## config.mk

```make
export PLATFORM = sky130hd
export DESIGN_NAME = lsa_top
export DESIGN_NICKNAME = d
export VERILOG_FILES = /design/src/lsa_pkg.sv /design/src/lsa_top.sv /design/src/lsa_index.sv /design/src/lsa_addr_gen.sv
export SDC_FILE = /design/constraint.sdc
export NUM_CORES = 1
export LEC_CHECK = 0
export ABC_AREA = 1
export BUFFER_PORTS_ARGS = -buffer_cell sky130_fd_sc_hd__buf_2
export CORE_ASPECT_RATIO = 2
export CORE_UTILIZATION = 50
export DETAILED_ROUTE_END_ITERATION = 12
export GPL_TIMING_DRIVEN = 0
export PLACE_DENSITY = 0.82
export SETUP_SLACK_MARGIN = 0.3
export SYNTH_ARGS = -nofsm -noshare
export SYNTH_HDL_FRONTEND = slang
export SYNTH_SLANG_ARGS = --single-unit
```

## constraint.sdc

```tcl
create_clock -name pclk -period 5 [get_ports pclk]
set_input_delay 0.25 -clock pclk [delete_from_list [all_inputs] [get_ports pclk]]
set_output_delay 0.25 -clock pclk [all_outputs]
set_load 0.02 [all_outputs]
```

## src/lsa_pkg.sv

```systemverilog
// package: register map, fields and limits of the list address pointer block
`default_nettype none
package lsa_pkg;

	// ==========================================================
	// register indices (byte address is four times the index)
	localparam logic [7:0] IDX_CMD_BYTE3 = 8'h17;
	localparam logic [7:0] IDX_CMD_INDEX = 8'h18;
	localparam logic [7:0] IDX_CMD_BASE  = 8'h19;
	localparam logic [7:0] IDX_RES_INDEX = 8'h20;
	localparam logic [7:0] IDX_RES_BASE  = 8'h21;
	localparam logic [7:0] IDX_OFF_ZERO  = 8'h22;
	localparam logic [7:0] IDX_OFF_ONE   = 8'h23;
	localparam logic [7:0] IDX_CTRL      = 8'h24;
	localparam logic [7:0] IDX_STATUS    = 8'h25;
	localparam logic [7:0] IDX_IRQ_STAT  = 8'h26;
	localparam logic [7:0] IDX_IRQ_MASK  = 8'h27;

	// ==========================================================
	// widths and field positions
	localparam int IDX_W      = 6;
	localparam int OFF_W      = 7;
	localparam int CMD_AW     = 24;
	localparam int RES_AW     = 20;
	localparam int PTR_LSB    = 2;
	localparam int CMD_SHIFT  = 2;
	localparam int RES_SHIFT  = 1;
	localparam int CTRL_EN    = 0;
	localparam int CTRL_SACC  = 1;
	localparam int STAT_CSEL  = 0;
	localparam int STAT_RSEL  = 1;
	localparam int IRQ_IA     = 0;
	localparam int IRQ_SWAP   = 1;
	localparam int IRQ_W      = 2;

	// ==========================================================
	// reset values
	localparam logic [7:0]        RST_BYTE3 = 8'h00;
	localparam logic [CMD_AW-1:0] RST_CBASE = 24'h000000;
	localparam logic [RES_AW-1:0] RST_RBASE = 20'h00000;
	localparam logic [OFF_W-1:0]  OFF_ZERO  = 7'h00;
	localparam logic [OFF_W-1:0]  RST_OFF1  = 7'h00;
	localparam logic [IRQ_W-1:0]  RST_IRQ   = 2'h0;

	// ==========================================================
	// memory windows (plain defaults)
	localparam logic [CMD_AW-1:0] RAM_LO = 24'h001000;
	localparam logic [CMD_AW-1:0] RAM_HI = 24'h001FFF;
	localparam logic [CMD_AW-1:0] NVM_LO = 24'hFC0000;
	localparam logic [CMD_AW-1:0] NVM_HI = 24'hFFFFFF;

	typedef struct packed {
		logic special_access;
		logic converter_enable;
	} lsa_ctrl_t;

	typedef struct packed {
		logic                   vld;
		logic                   err;
		logic [CMD_AW-1:0]      addr;
	} lsa_acc_t;

endpackage
`default_nettype wire

```

## src/lsa_top.sv

```systemverilog
// list address pointers with apb register access and fetch/store address generation
`timescale 1ns/100ps
`default_nettype none

// Overview of operation
// - A 6-bit command index counts 32-bit commands from the active list start, readable but never writable.
// - The command base pointer bits 23:2 hold the command list base and are writable only when disabled or in special access.
// - Each command fetch address uses the base pointer plus the offset of the active command list.
// - A 6-bit result index counts 16-bit results, is read-only and is advanced by the converter.
// - The result base pointer bits 19:2 give the base of the result lists in system RAM.
// - Writes to the result base pointer take effect only when disabled or in special access, else it holds.
// - Offset zero is a fixed read-only zero selecting the first lists.
// - Offsets count objects: 16-bit for results and 32-bit for commands.
// - Offset one is a 7-bit offset for the second lists, writable only when disabled or in special access.
// - Each address picks its own offset: the result store by the result list select, the command load by the command list select.
// - Addresses are base plus selected offset plus index, for commands and for results.
// - A status bit shows the active command list and so which offset is applied.
// - An access outside the allowed memory sets the illegal access flag and an interrupt if enabled.
module lsa_top
	import lsa_pkg::*;
(
	// clock and reset
	input  wire logic               pclk,
	input  wire logic               presetn,
	// apb slave
	input  wire logic               psel,
	input  wire logic               penable,
	input  wire logic               pwrite,
	input  wire logic [11:0]        paddr,
	input  wire logic [31:0]        pwdata,
	output logic                    pready,
	output logic [31:0]             prdata,
	output logic                    pslverr,
	// converter side
	input  wire logic               cmd_fetch_req,
	input  wire logic               res_store_req,
	input  wire logic               cmd_index_clr,
	input  wire logic               res_index_clr,
	input  wire logic               cmd_list_swap,
	input  wire logic               res_list_swap,
	output logic                    converter_enable,
	output logic                    cmd_fetch_vld,
	output logic [CMD_AW-1:0]       cmd_fetch_addr,
	output logic                    res_store_vld,
	output logic [RES_AW-1:0]       res_store_addr,
	// interrupt
	output logic                    irq
);

	// ==========================================================
	// registers
	lsa_ctrl_t              ctrl_ff;
	logic [7:0]             byte3_ff;
	logic [CMD_AW-1:0]      cbase_ff;
	logic [RES_AW-1:0]      rbase_ff;
	logic [OFF_W-1:0]       off1_ff;
	logic                   csel_ff;
	logic                   rsel_ff;
	logic [IRQ_W-1:0]       irq_stat_ff;
	logic [IRQ_W-1:0]       irq_mask_ff;
	logic                   pready_ff;
	logic [31:0]            prdata_ff;
	logic                   pslverr_ff;
	logic                   irq_ff;
	lsa_acc_t               cmd_acc_ff;
	lsa_acc_t               res_acc_ff;

	// ==========================================================
	// bus decode
	logic [7:0]             reg_idx;
	logic                   acc_go;
	logic                   wr_go;
	logic                   ptr_wr_ok;
	logic                   mapped;
	logic [31:0]            nxt_prdata;
	logic [IDX_W-1:0]       cmd_index_cur;
	logic [IDX_W-1:0]       res_index_cur;
	logic [OFF_W-1:0]       cmd_off;
	logic [OFF_W-1:0]       res_off;
	logic [CMD_AW-1:0]      cmd_addr;
	logic [RES_AW-1:0]      res_addr;
	logic                   cmd_out;
	logic                   res_out;
	logic                   cmd_go;
	logic                   res_go;
	logic [IRQ_W-1:0]       irq_set;

	assign reg_idx   = paddr[9:2];
	assign acc_go    = psel && penable && pready_ff;
	assign wr_go     = acc_go && pwrite && mapped;
	assign ptr_wr_ok = !ctrl_ff.converter_enable || ctrl_ff.special_access;

	always_comb begin
		mapped = 1'b1;
		nxt_prdata = 32'h00000000;
		case (reg_idx)
			IDX_CMD_BYTE3: nxt_prdata[7:0] = byte3_ff;
			IDX_CMD_INDEX: nxt_prdata[IDX_W-1:0] = cmd_index_cur;
			IDX_CMD_BASE:  nxt_prdata[CMD_AW-1:0] = cbase_ff;
			IDX_RES_INDEX: nxt_prdata[IDX_W-1:0] = res_index_cur;
			IDX_RES_BASE:  nxt_prdata[RES_AW-1:0] = rbase_ff;
			IDX_OFF_ZERO:  nxt_prdata[OFF_W-1:0] = OFF_ZERO;
			IDX_OFF_ONE:   nxt_prdata[OFF_W-1:0] = off1_ff;
			IDX_CTRL: begin
				nxt_prdata[CTRL_EN]   = ctrl_ff.converter_enable;
				nxt_prdata[CTRL_SACC] = ctrl_ff.special_access;
			end
			IDX_STATUS: begin
				nxt_prdata[STAT_CSEL] = csel_ff;
				nxt_prdata[STAT_RSEL] = rsel_ff;
			end
			IDX_IRQ_STAT:  nxt_prdata[IRQ_W-1:0] = irq_stat_ff;
			IDX_IRQ_MASK:  nxt_prdata[IRQ_W-1:0] = irq_mask_ff;
			default:       mapped = 1'b0;
		endcase
		if (paddr[11:10] != 2'b00 || paddr[1:0] != 2'b00) begin
			mapped = 1'b0;
			nxt_prdata = 32'h00000000;
		end
	end

	// ==========================================================
	// apb handshake: one wait state
	always_ff @(posedge pclk or negedge presetn) begin
		if (!presetn) begin
			pready_ff  <= 1'b0;
			prdata_ff  <= 32'h00000000;
			pslverr_ff <= 1'b0;
		end else begin
			pready_ff  <= psel && penable && !pready_ff;
			pslverr_ff <= psel && penable && !pready_ff && !mapped;
			if (psel && penable && !pready_ff && !pwrite) begin
				prdata_ff <= nxt_prdata;
			end else begin
				prdata_ff <= 32'h00000000;
			end
		end
	end

	// ==========================================================
	// control and command byte
	always_ff @(posedge pclk or negedge presetn) begin
		if (!presetn) begin
			ctrl_ff  <= '0;
			byte3_ff <= RST_BYTE3;
		end else if (wr_go) begin
			if (reg_idx == IDX_CTRL) begin
				ctrl_ff.converter_enable <= pwdata[CTRL_EN];
				ctrl_ff.special_access   <= pwdata[CTRL_SACC];
			end
			if (reg_idx == IDX_CMD_BYTE3) begin
				byte3_ff <= pwdata[7:0];
			end
		end
	end

	// ==========================================================
	// base pointers and offset one, write gated by enable
	always_ff @(posedge pclk or negedge presetn) begin
		if (!presetn) begin
			cbase_ff <= RST_CBASE;
			rbase_ff <= RST_RBASE;
			off1_ff  <= RST_OFF1;
		end else if (wr_go && ptr_wr_ok) begin
			if (reg_idx == IDX_CMD_BASE) begin
				cbase_ff <= {pwdata[CMD_AW-1:PTR_LSB], 2'b00};
			end
			if (reg_idx == IDX_RES_BASE) begin
				rbase_ff <= {pwdata[RES_AW-1:PTR_LSB], 2'b00};
			end
			if (reg_idx == IDX_OFF_ONE) begin
				off1_ff <= pwdata[OFF_W-1:0];
			end
		end
	end

	// ==========================================================
	// active list selects, swapped by the converter
	always_ff @(posedge pclk or negedge presetn) begin
		if (!presetn) begin
			csel_ff <= 1'b0;
			rsel_ff <= 1'b0;
		end else if (ctrl_ff.converter_enable) begin
			if (cmd_list_swap) begin
				csel_ff <= !csel_ff;
			end
			if (res_list_swap) begin
				rsel_ff <= !rsel_ff;
			end
		end
	end

	// ==========================================================
	// indices
	assign cmd_go = ctrl_ff.converter_enable && cmd_fetch_req;
	assign res_go = ctrl_ff.converter_enable && res_store_req;

	lsa_index u_cmd_index (
		.pclk    (pclk),
		.presetn (presetn),
		.clr     (cmd_index_clr),
		.inc     (cmd_go && !cmd_out),
		.index   (cmd_index_cur)
	);

	lsa_index u_res_index (
		.pclk    (pclk),
		.presetn (presetn),
		.clr     (res_index_clr),
		.inc     (res_go && !res_out),
		.index   (res_index_cur)
	);

	// ==========================================================
	// address generation
	assign cmd_off = csel_ff ? off1_ff : OFF_ZERO;
	assign res_off = rsel_ff ? off1_ff : OFF_ZERO;

	lsa_addr_gen #(
		.AW    (CMD_AW),
		.SHIFT (CMD_SHIFT)
	) u_cmd_addr (
		.base    (cbase_ff),
		.offset  (cmd_off),
		.index   (cmd_index_cur),
		.lo_a    (RAM_LO),
		.hi_a    (RAM_HI),
		.lo_b    (NVM_LO),
		.hi_b    (NVM_HI),
		.addr    (cmd_addr),
		.outside (cmd_out)
	);

	lsa_addr_gen #(
		.AW    (RES_AW),
		.SHIFT (RES_SHIFT)
	) u_res_addr (
		.base    (rbase_ff),
		.offset  (res_off),
		.index   (res_index_cur),
		.lo_a    (RAM_LO[RES_AW-1:0]),
		.hi_a    (RAM_HI[RES_AW-1:0]),
		.lo_b    (RAM_LO[RES_AW-1:0]),
		.hi_b    (RAM_HI[RES_AW-1:0]),
		.addr    (res_addr),
		.outside (res_out)
	);

	// ==========================================================
	// access strobes toward the memory bus
	always_ff @(posedge pclk or negedge presetn) begin
		if (!presetn) begin
			cmd_acc_ff <= '0;
			res_acc_ff <= '0;
		end else begin
			cmd_acc_ff.vld <= cmd_go && !cmd_out;
			cmd_acc_ff.err <= cmd_go && cmd_out;
			res_acc_ff.vld <= res_go && !res_out;
			res_acc_ff.err <= res_go && res_out;
			if (cmd_go) begin
				cmd_acc_ff.addr <= cmd_addr;
			end
			if (res_go) begin
				res_acc_ff.addr <= {{(CMD_AW-RES_AW){1'b0}}, res_addr};
			end
		end
	end

	// ==========================================================
	// interrupt status, set wins over write-one clear
	assign irq_set[IRQ_IA]   = (cmd_go && cmd_out) || (res_go && res_out);
	assign irq_set[IRQ_SWAP] = ctrl_ff.converter_enable && cmd_list_swap;

	always_ff @(posedge pclk or negedge presetn) begin
		if (!presetn) begin
			irq_stat_ff <= RST_IRQ;
			irq_mask_ff <= RST_IRQ;
		end else begin
			if (wr_go && reg_idx == IDX_IRQ_STAT) begin
				irq_stat_ff <= (irq_stat_ff & ~pwdata[IRQ_W-1:0]) | irq_set;
			end else begin
				irq_stat_ff <= irq_stat_ff | irq_set;
			end
			if (wr_go && reg_idx == IDX_IRQ_MASK) begin
				irq_mask_ff <= pwdata[IRQ_W-1:0];
			end
		end
	end

	always_ff @(posedge pclk or negedge presetn) begin
		if (!presetn) begin
			irq_ff <= 1'b0;
		end else begin
			irq_ff <= |(irq_stat_ff & irq_mask_ff);
		end
	end

	// ==========================================================
	// outputs
	assign pready           = pready_ff;
	assign prdata           = prdata_ff;
	assign pslverr          = pslverr_ff;
	assign converter_enable = ctrl_ff.converter_enable;
	assign cmd_fetch_vld    = cmd_acc_ff.vld;
	assign cmd_fetch_addr   = cmd_acc_ff.addr;
	assign res_store_vld    = res_acc_ff.vld;
	assign res_store_addr   = res_acc_ff.addr[RES_AW-1:0];
	assign irq              = irq_ff;

endmodule
`default_nettype wire

```

## src/lsa_index.sv

```systemverilog
// list index counter advanced by the converter
`timescale 1ns/100ps
`default_nettype none
module lsa_index
	import lsa_pkg::*;
(
	// clock and reset
	input  wire logic             pclk,
	input  wire logic             presetn,
	// control
	input  wire logic             clr,
	input  wire logic             inc,
	// state
	output logic [IDX_W-1:0]      index
);

	logic [IDX_W-1:0] index_ff;

	always_ff @(posedge pclk or negedge presetn) begin
		if (!presetn) begin
			index_ff <= '0;
		end else if (clr) begin
			index_ff <= '0;
		end else if (inc) begin
			index_ff <= index_ff + 1'b1;
		end
	end

	assign index = index_ff;

endmodule
`default_nettype wire

```

## src/lsa_addr_gen.sv

```systemverilog
// object address builder with memory window check
`timescale 1ns/100ps
`default_nettype none
module lsa_addr_gen
	import lsa_pkg::*;
#(
	parameter int AW    = 24,
	parameter int SHIFT = 2
) (
	// operands
	input  wire logic [AW-1:0]    base,
	input  wire logic [OFF_W-1:0] offset,
	input  wire logic [IDX_W-1:0] index,
	// windows
	input  wire logic [AW-1:0]    lo_a,
	input  wire logic [AW-1:0]    hi_a,
	input  wire logic [AW-1:0]    lo_b,
	input  wire logic [AW-1:0]    hi_b,
	// result
	output logic [AW-1:0]         addr,
	output logic                  outside
);

	logic [OFF_W:0] objects;
	logic [AW-1:0]  scaled;

	// objects scaled to bytes, base kept even
	assign objects = {1'b0, offset} + {2'b00, index};
	assign scaled  = AW'({objects, SHIFT'(0)});
	assign addr    = {base[AW-1:1], 1'b0} + scaled;
	assign outside = !((addr >= lo_a && addr <= hi_a) || (addr >= lo_b && addr <= hi_b));

endmodule
`default_nettype wire

```

==> flow_summary_export.csv <==
group,metric,value,unit
status,status,"completed",
setup_path,r2r.worst_path.cells,24,
placed_design,place_congestion,0.908,
clocking,cts_tree,"done",
die,core,0.0159,mm2
layout,syn_to_final_growth,18.2,%
logic_synthesis,async_flop_share,1.00,
logic_synthesis,yosys_most_used_dff,"dfrtp_1",
setup_path,crit_required,5310,ps
die,initial_utilization,0.513,
power,power,0.00258,W
clocking,clk-insertion-delay-late,430,ps
global_routing,antenna_found_initial,0,
logic_synthesis,synth-edff-count,0,
logic_synthesis,synth_top_area_frac,0.446,
logic_synthesis,synth.ff_latch_count,145,
die,die_y,182,um
timing,fmax,229,MHz
clocking,cts-root-buf,"clkbuf_16",
die,rows,65,
route,vias,7569,
placed_design,dp_hpwl,17.1,mm
worst_hold_path,hold_depth,3,
clocking,cts_buffers,17,
timing,hold_violations,0,
worst_hold_path,min_to,"byte3_ff[7]$_DFFE_PN0P_",
setup_path,endpoint_kind,"flip-flop",
placed_design,placedCellCount,1372,
layout,instances_no_fill,1405,
logic_synthesis,ys_types,47,
timing,tightest_slew,1040,ps
global_routing,grt_pass1_wl,35.8,mm
setup_path,cp_max_fo,9,
setup_path,crit_type,"flip-flop to flip-flop",
logic_synthesis,synth_top_area_cell,"dfrtp_1",
worst_hold_path,hp-class,"primary input to flip-flop",
setup_path,r2r_start,"csel_ff$_DFFE_PN0P_",
worst_hold_path,hold_path_startpoint,"pwdata[7]",
timing,setup_viol,0,
setup_path,r2r_slack,640,ps
route,dr.pass1.iters,6,
global_routing,grt_start_max_net_pins,75,
logic_synthesis,synth_warnings,0,
power,p_leak,5.17,nW
global_routing,gr-total-overflow,0,
clocking,htreeDepth,4,
logic_synthesis,ys_seq_area_frac,0.446,
timing,tns,0,ps
timing,whs,56.8,ps
clocking,clk_pin_slew_worst_paths,70,ps
logic_synthesis,synthCells,1043,
setup_path,r2r-end,"u_cmd_index.index[5]$_DFFE_PN0P_",
setup_path,startpoint_type,"flip-flop",
timing,slew_headroom,0.301,
logic_synthesis,syn-cell-area,0.00813,mm2
setup_path,arrival,4680,ps
timing,drv_slew,0,
power,power.density,269,mW/mm2
run,max-cap-violations,0,
layout,fin_nets,1279,
placed_design,io_buffer_count,117,
timing,fin_skew,8.18,ps
logic_synthesis,ys_top_cells_by_area,"dfrtp_1, nand2_1, inv_1",
route,vias_per_cell,5.39,
layout,post-route-util,0.606,
global_routing,grt_pass1_vias,7678,
die,die_area,0.0168,mm2
route,wl,21.8,mm
power,peakVddDrop,0.239,mV
route,drc,0,
layout,antenna-diode-count,0,
die,ios,137,
timing,fin_crit_sh,0.872,
timing,rsz0062_at_grt,"yes",
logic_synthesis,synth.avg_cell_area,7.80,um2
route,wl_per_cell,15.5,um
route,antenna_left,0,
clocking,clock_sinks,145,
global_routing,grt_usage,0.276,
route,drt_iter0_markers,369,
layout,final_layout_size_suffix_gt1_frac,0.169,
clocking,cts.path.max_buffers,2,
die,die_width,92.2,um
timing,min_period,4360,ps
==> logic make-up (layout without fill, tap and decap cells) <==
family	count (synthesis)	in the layout	synth area share
other	1	11	0.000461
adders and majority gates	33	33	0.0545
and+or+nand+nor	499	499	0.259
AOI/OAI and AO/OA	163	163	0.118
xor gates and xnor gates	35	35	0.0377
DFF	145	145	0.446
buffers and inverters	167	318	0.0843
==> placed cells by master, fill, tap and decap left out, types with 3 or more instances in the layout <==
cell | synthesis | layout
fa_1 | 4 | 4
a21oi_1 | 32 | 32
a31oi_1 | 14 | 14
nand2_1 | 320 | 319
xor2_1 | 19 | 19
buf_4 | 13 | 13
nor3_1 | 12 | 12
inv_1 | 126 | 126
a41oi_1 | 3 | 3
ha_1 | 29 | 29
clkinv_4 | 0 | 4
clkbuf_16 | 0 | 17
a22oi_1 | 3 | 3
o21ai_1 | 38 | 39
xnor2_1 | 16 | 16
dfrtp_1 | 145 | 145
o21ai_0 | 45 | 44
nand2_2 | 6 | 7
a211oi_1 | 3 | 3
nand3b_1 | 4 | 4
o21ai_2 | 8 | 7
clkinvlp_4 | 0 | 4
nand3_1 | 62 | 62
conb_1 | 1 | 11
inv_6 | 0 | 5
o21a_1 | 3 | 3
clkbuf_1 | 15 | 13
a221oi_1 | 6 | 6
nand4_1 | 11 | 11
nor2_1 | 68 | 68
buf_2 | 8 | 124
nor2_2 | 3 | 3
==> sequential cells by signal (all words and copies together), names as in the netlist <==
signal and count:
u_res_index.index 6, ctrl_ff 1, rsel_ff 1, irq_stat_ff 2
cmd_fetch_addr 22, u_cmd_index.index 6, res_store_vld 1, prdata 24
irq 1, off1_ff 7, irq_mask_ff 2, csel_ff 1
res_store_addr 19, cbase_ff 22, rbase_ff 18, pready 1
converter_enable 1, byte3_ff 8, pslverr 1, cmd_fetch_vld 1
==> what timing repair did <==
item | 4_1_cts | 5_1_grt
gates resized for setup | 0 | 7
setup buffers | 0 | 0
endpoints found under the hold margin | 73 | 0
hold buffers | 1 | 0
endpoints found under the setup margin | 0 | 14
==> cells in the mapped netlist (3+ instances only) <==
cell	instances
o21ai_2	8
a21oi_1	32
o21ai_1	38
nand3b_1	4
xor2_1	19
dfrtp_1	145
a31oi_1	14
a211oi_1	3
nand3_1	62
o21ai_0	45
nand2_2	6
buf_2	8
clkbuf_1	15
xnor2_1	16
nor2_1	68
fa_1	4
a221oi_1	6
nor2_2	3
nand4_1	11
a22oi_1	3
buf_4	13
nor3_1	12
a41oi_1	3
nand2_1	320
o21a_1	3
inv_1	126
ha_1	29
==> layer usage <==
metal  vias to the layer above  track usage  wire (um)
met1                      3572        0.277       7600
met5                         -            0          0
met3                       100       0.0392        818
li1                       3645            -          -
met2                       252        0.501      11700
met4                         0        0.216       1660
==> cell type report <==
type	count	area, um2
buffer	38	204
clock buffer	17	425
clock inverter	15	125
fill	1393	6240
inverter	129	484
multi-input combinational	741	3870
sequential	145	3630
tap	201	251
timing repair buffer	119	629
==> how the worst max path moves through the flow <==
| stage | from | endpoint | slack [ps] |
|---|---|---|---|
| after global routing | csel_ff$_DFFE_PN0P_ | u_cmd_index.index[5]$_DFFE_PN0P_ | 280 |
| after global placement | csel_ff$_DFFE_PN0P_ | u_cmd_index.index[3]$_DFFE_PN0P_ | 490 |
| after detailed placement | csel_ff$_DFFE_PN0P_ | u_cmd_index.index[4]$_DFFE_PN0P_ | 390 |
| after floorplan | csel_ff$_DFFE_PN0P_ | u_cmd_index.index[2]$_DFFE_PN0P_ | 1380 |
| after CTS | csel_ff$_DFFE_PN0P_ | u_cmd_index.index[5]$_DFFE_PN0P_ | 360 |
| final | csel_ff$_DFFE_PN0P_ | u_cmd_index.index[5]$_DFFE_PN0P_ | 640 |
==> worst max-delay path, stage by stage, from the launching register on <==
cell	delay, ps
dfrtp_1	360
clkbuf_2	200
nand2_1	120
inv_1	50
ha_1	330
a21oi_1	160
inv_1	50
a31oi_1	230
o21ai_0	200
a21oi_1	180
nor2_1	70
ha_1	360
nand2_1	90
nor2_1	190
nand3_1	140
nand2_2	190
nand2_1	150
o21ai_1	190
nand2_1	90
nor2_1	120
nand2_1	100
o21ai_4	330
nand2_2	180
nand3_1	130
nand2_1	60
==> stage by stage <==
stage / instance area (um2) / setup WS (ps)
floorplan: 8170 / 1380
global placement: 9010 / 491
detailed placement: 9040 / 387
CTS: 9600 / 361
global route: 9620 / 283
finish: 9620 / 639
==> power by group <==
group | leakage [nW] | total, W | internal, W | switching (W)
logic | 2.97 | 0.000187 | 0.0000563 | 0.000131
registers | 1.94 | 0.00121 | 0.00119 | 0.0000129
clock network | 0.259 | 0.00119 | 0.000646 | 0.000545
total | 5.17 | 0.00258 | 0.00189 | 0.000689
Power figures use the tool's default switching activity.
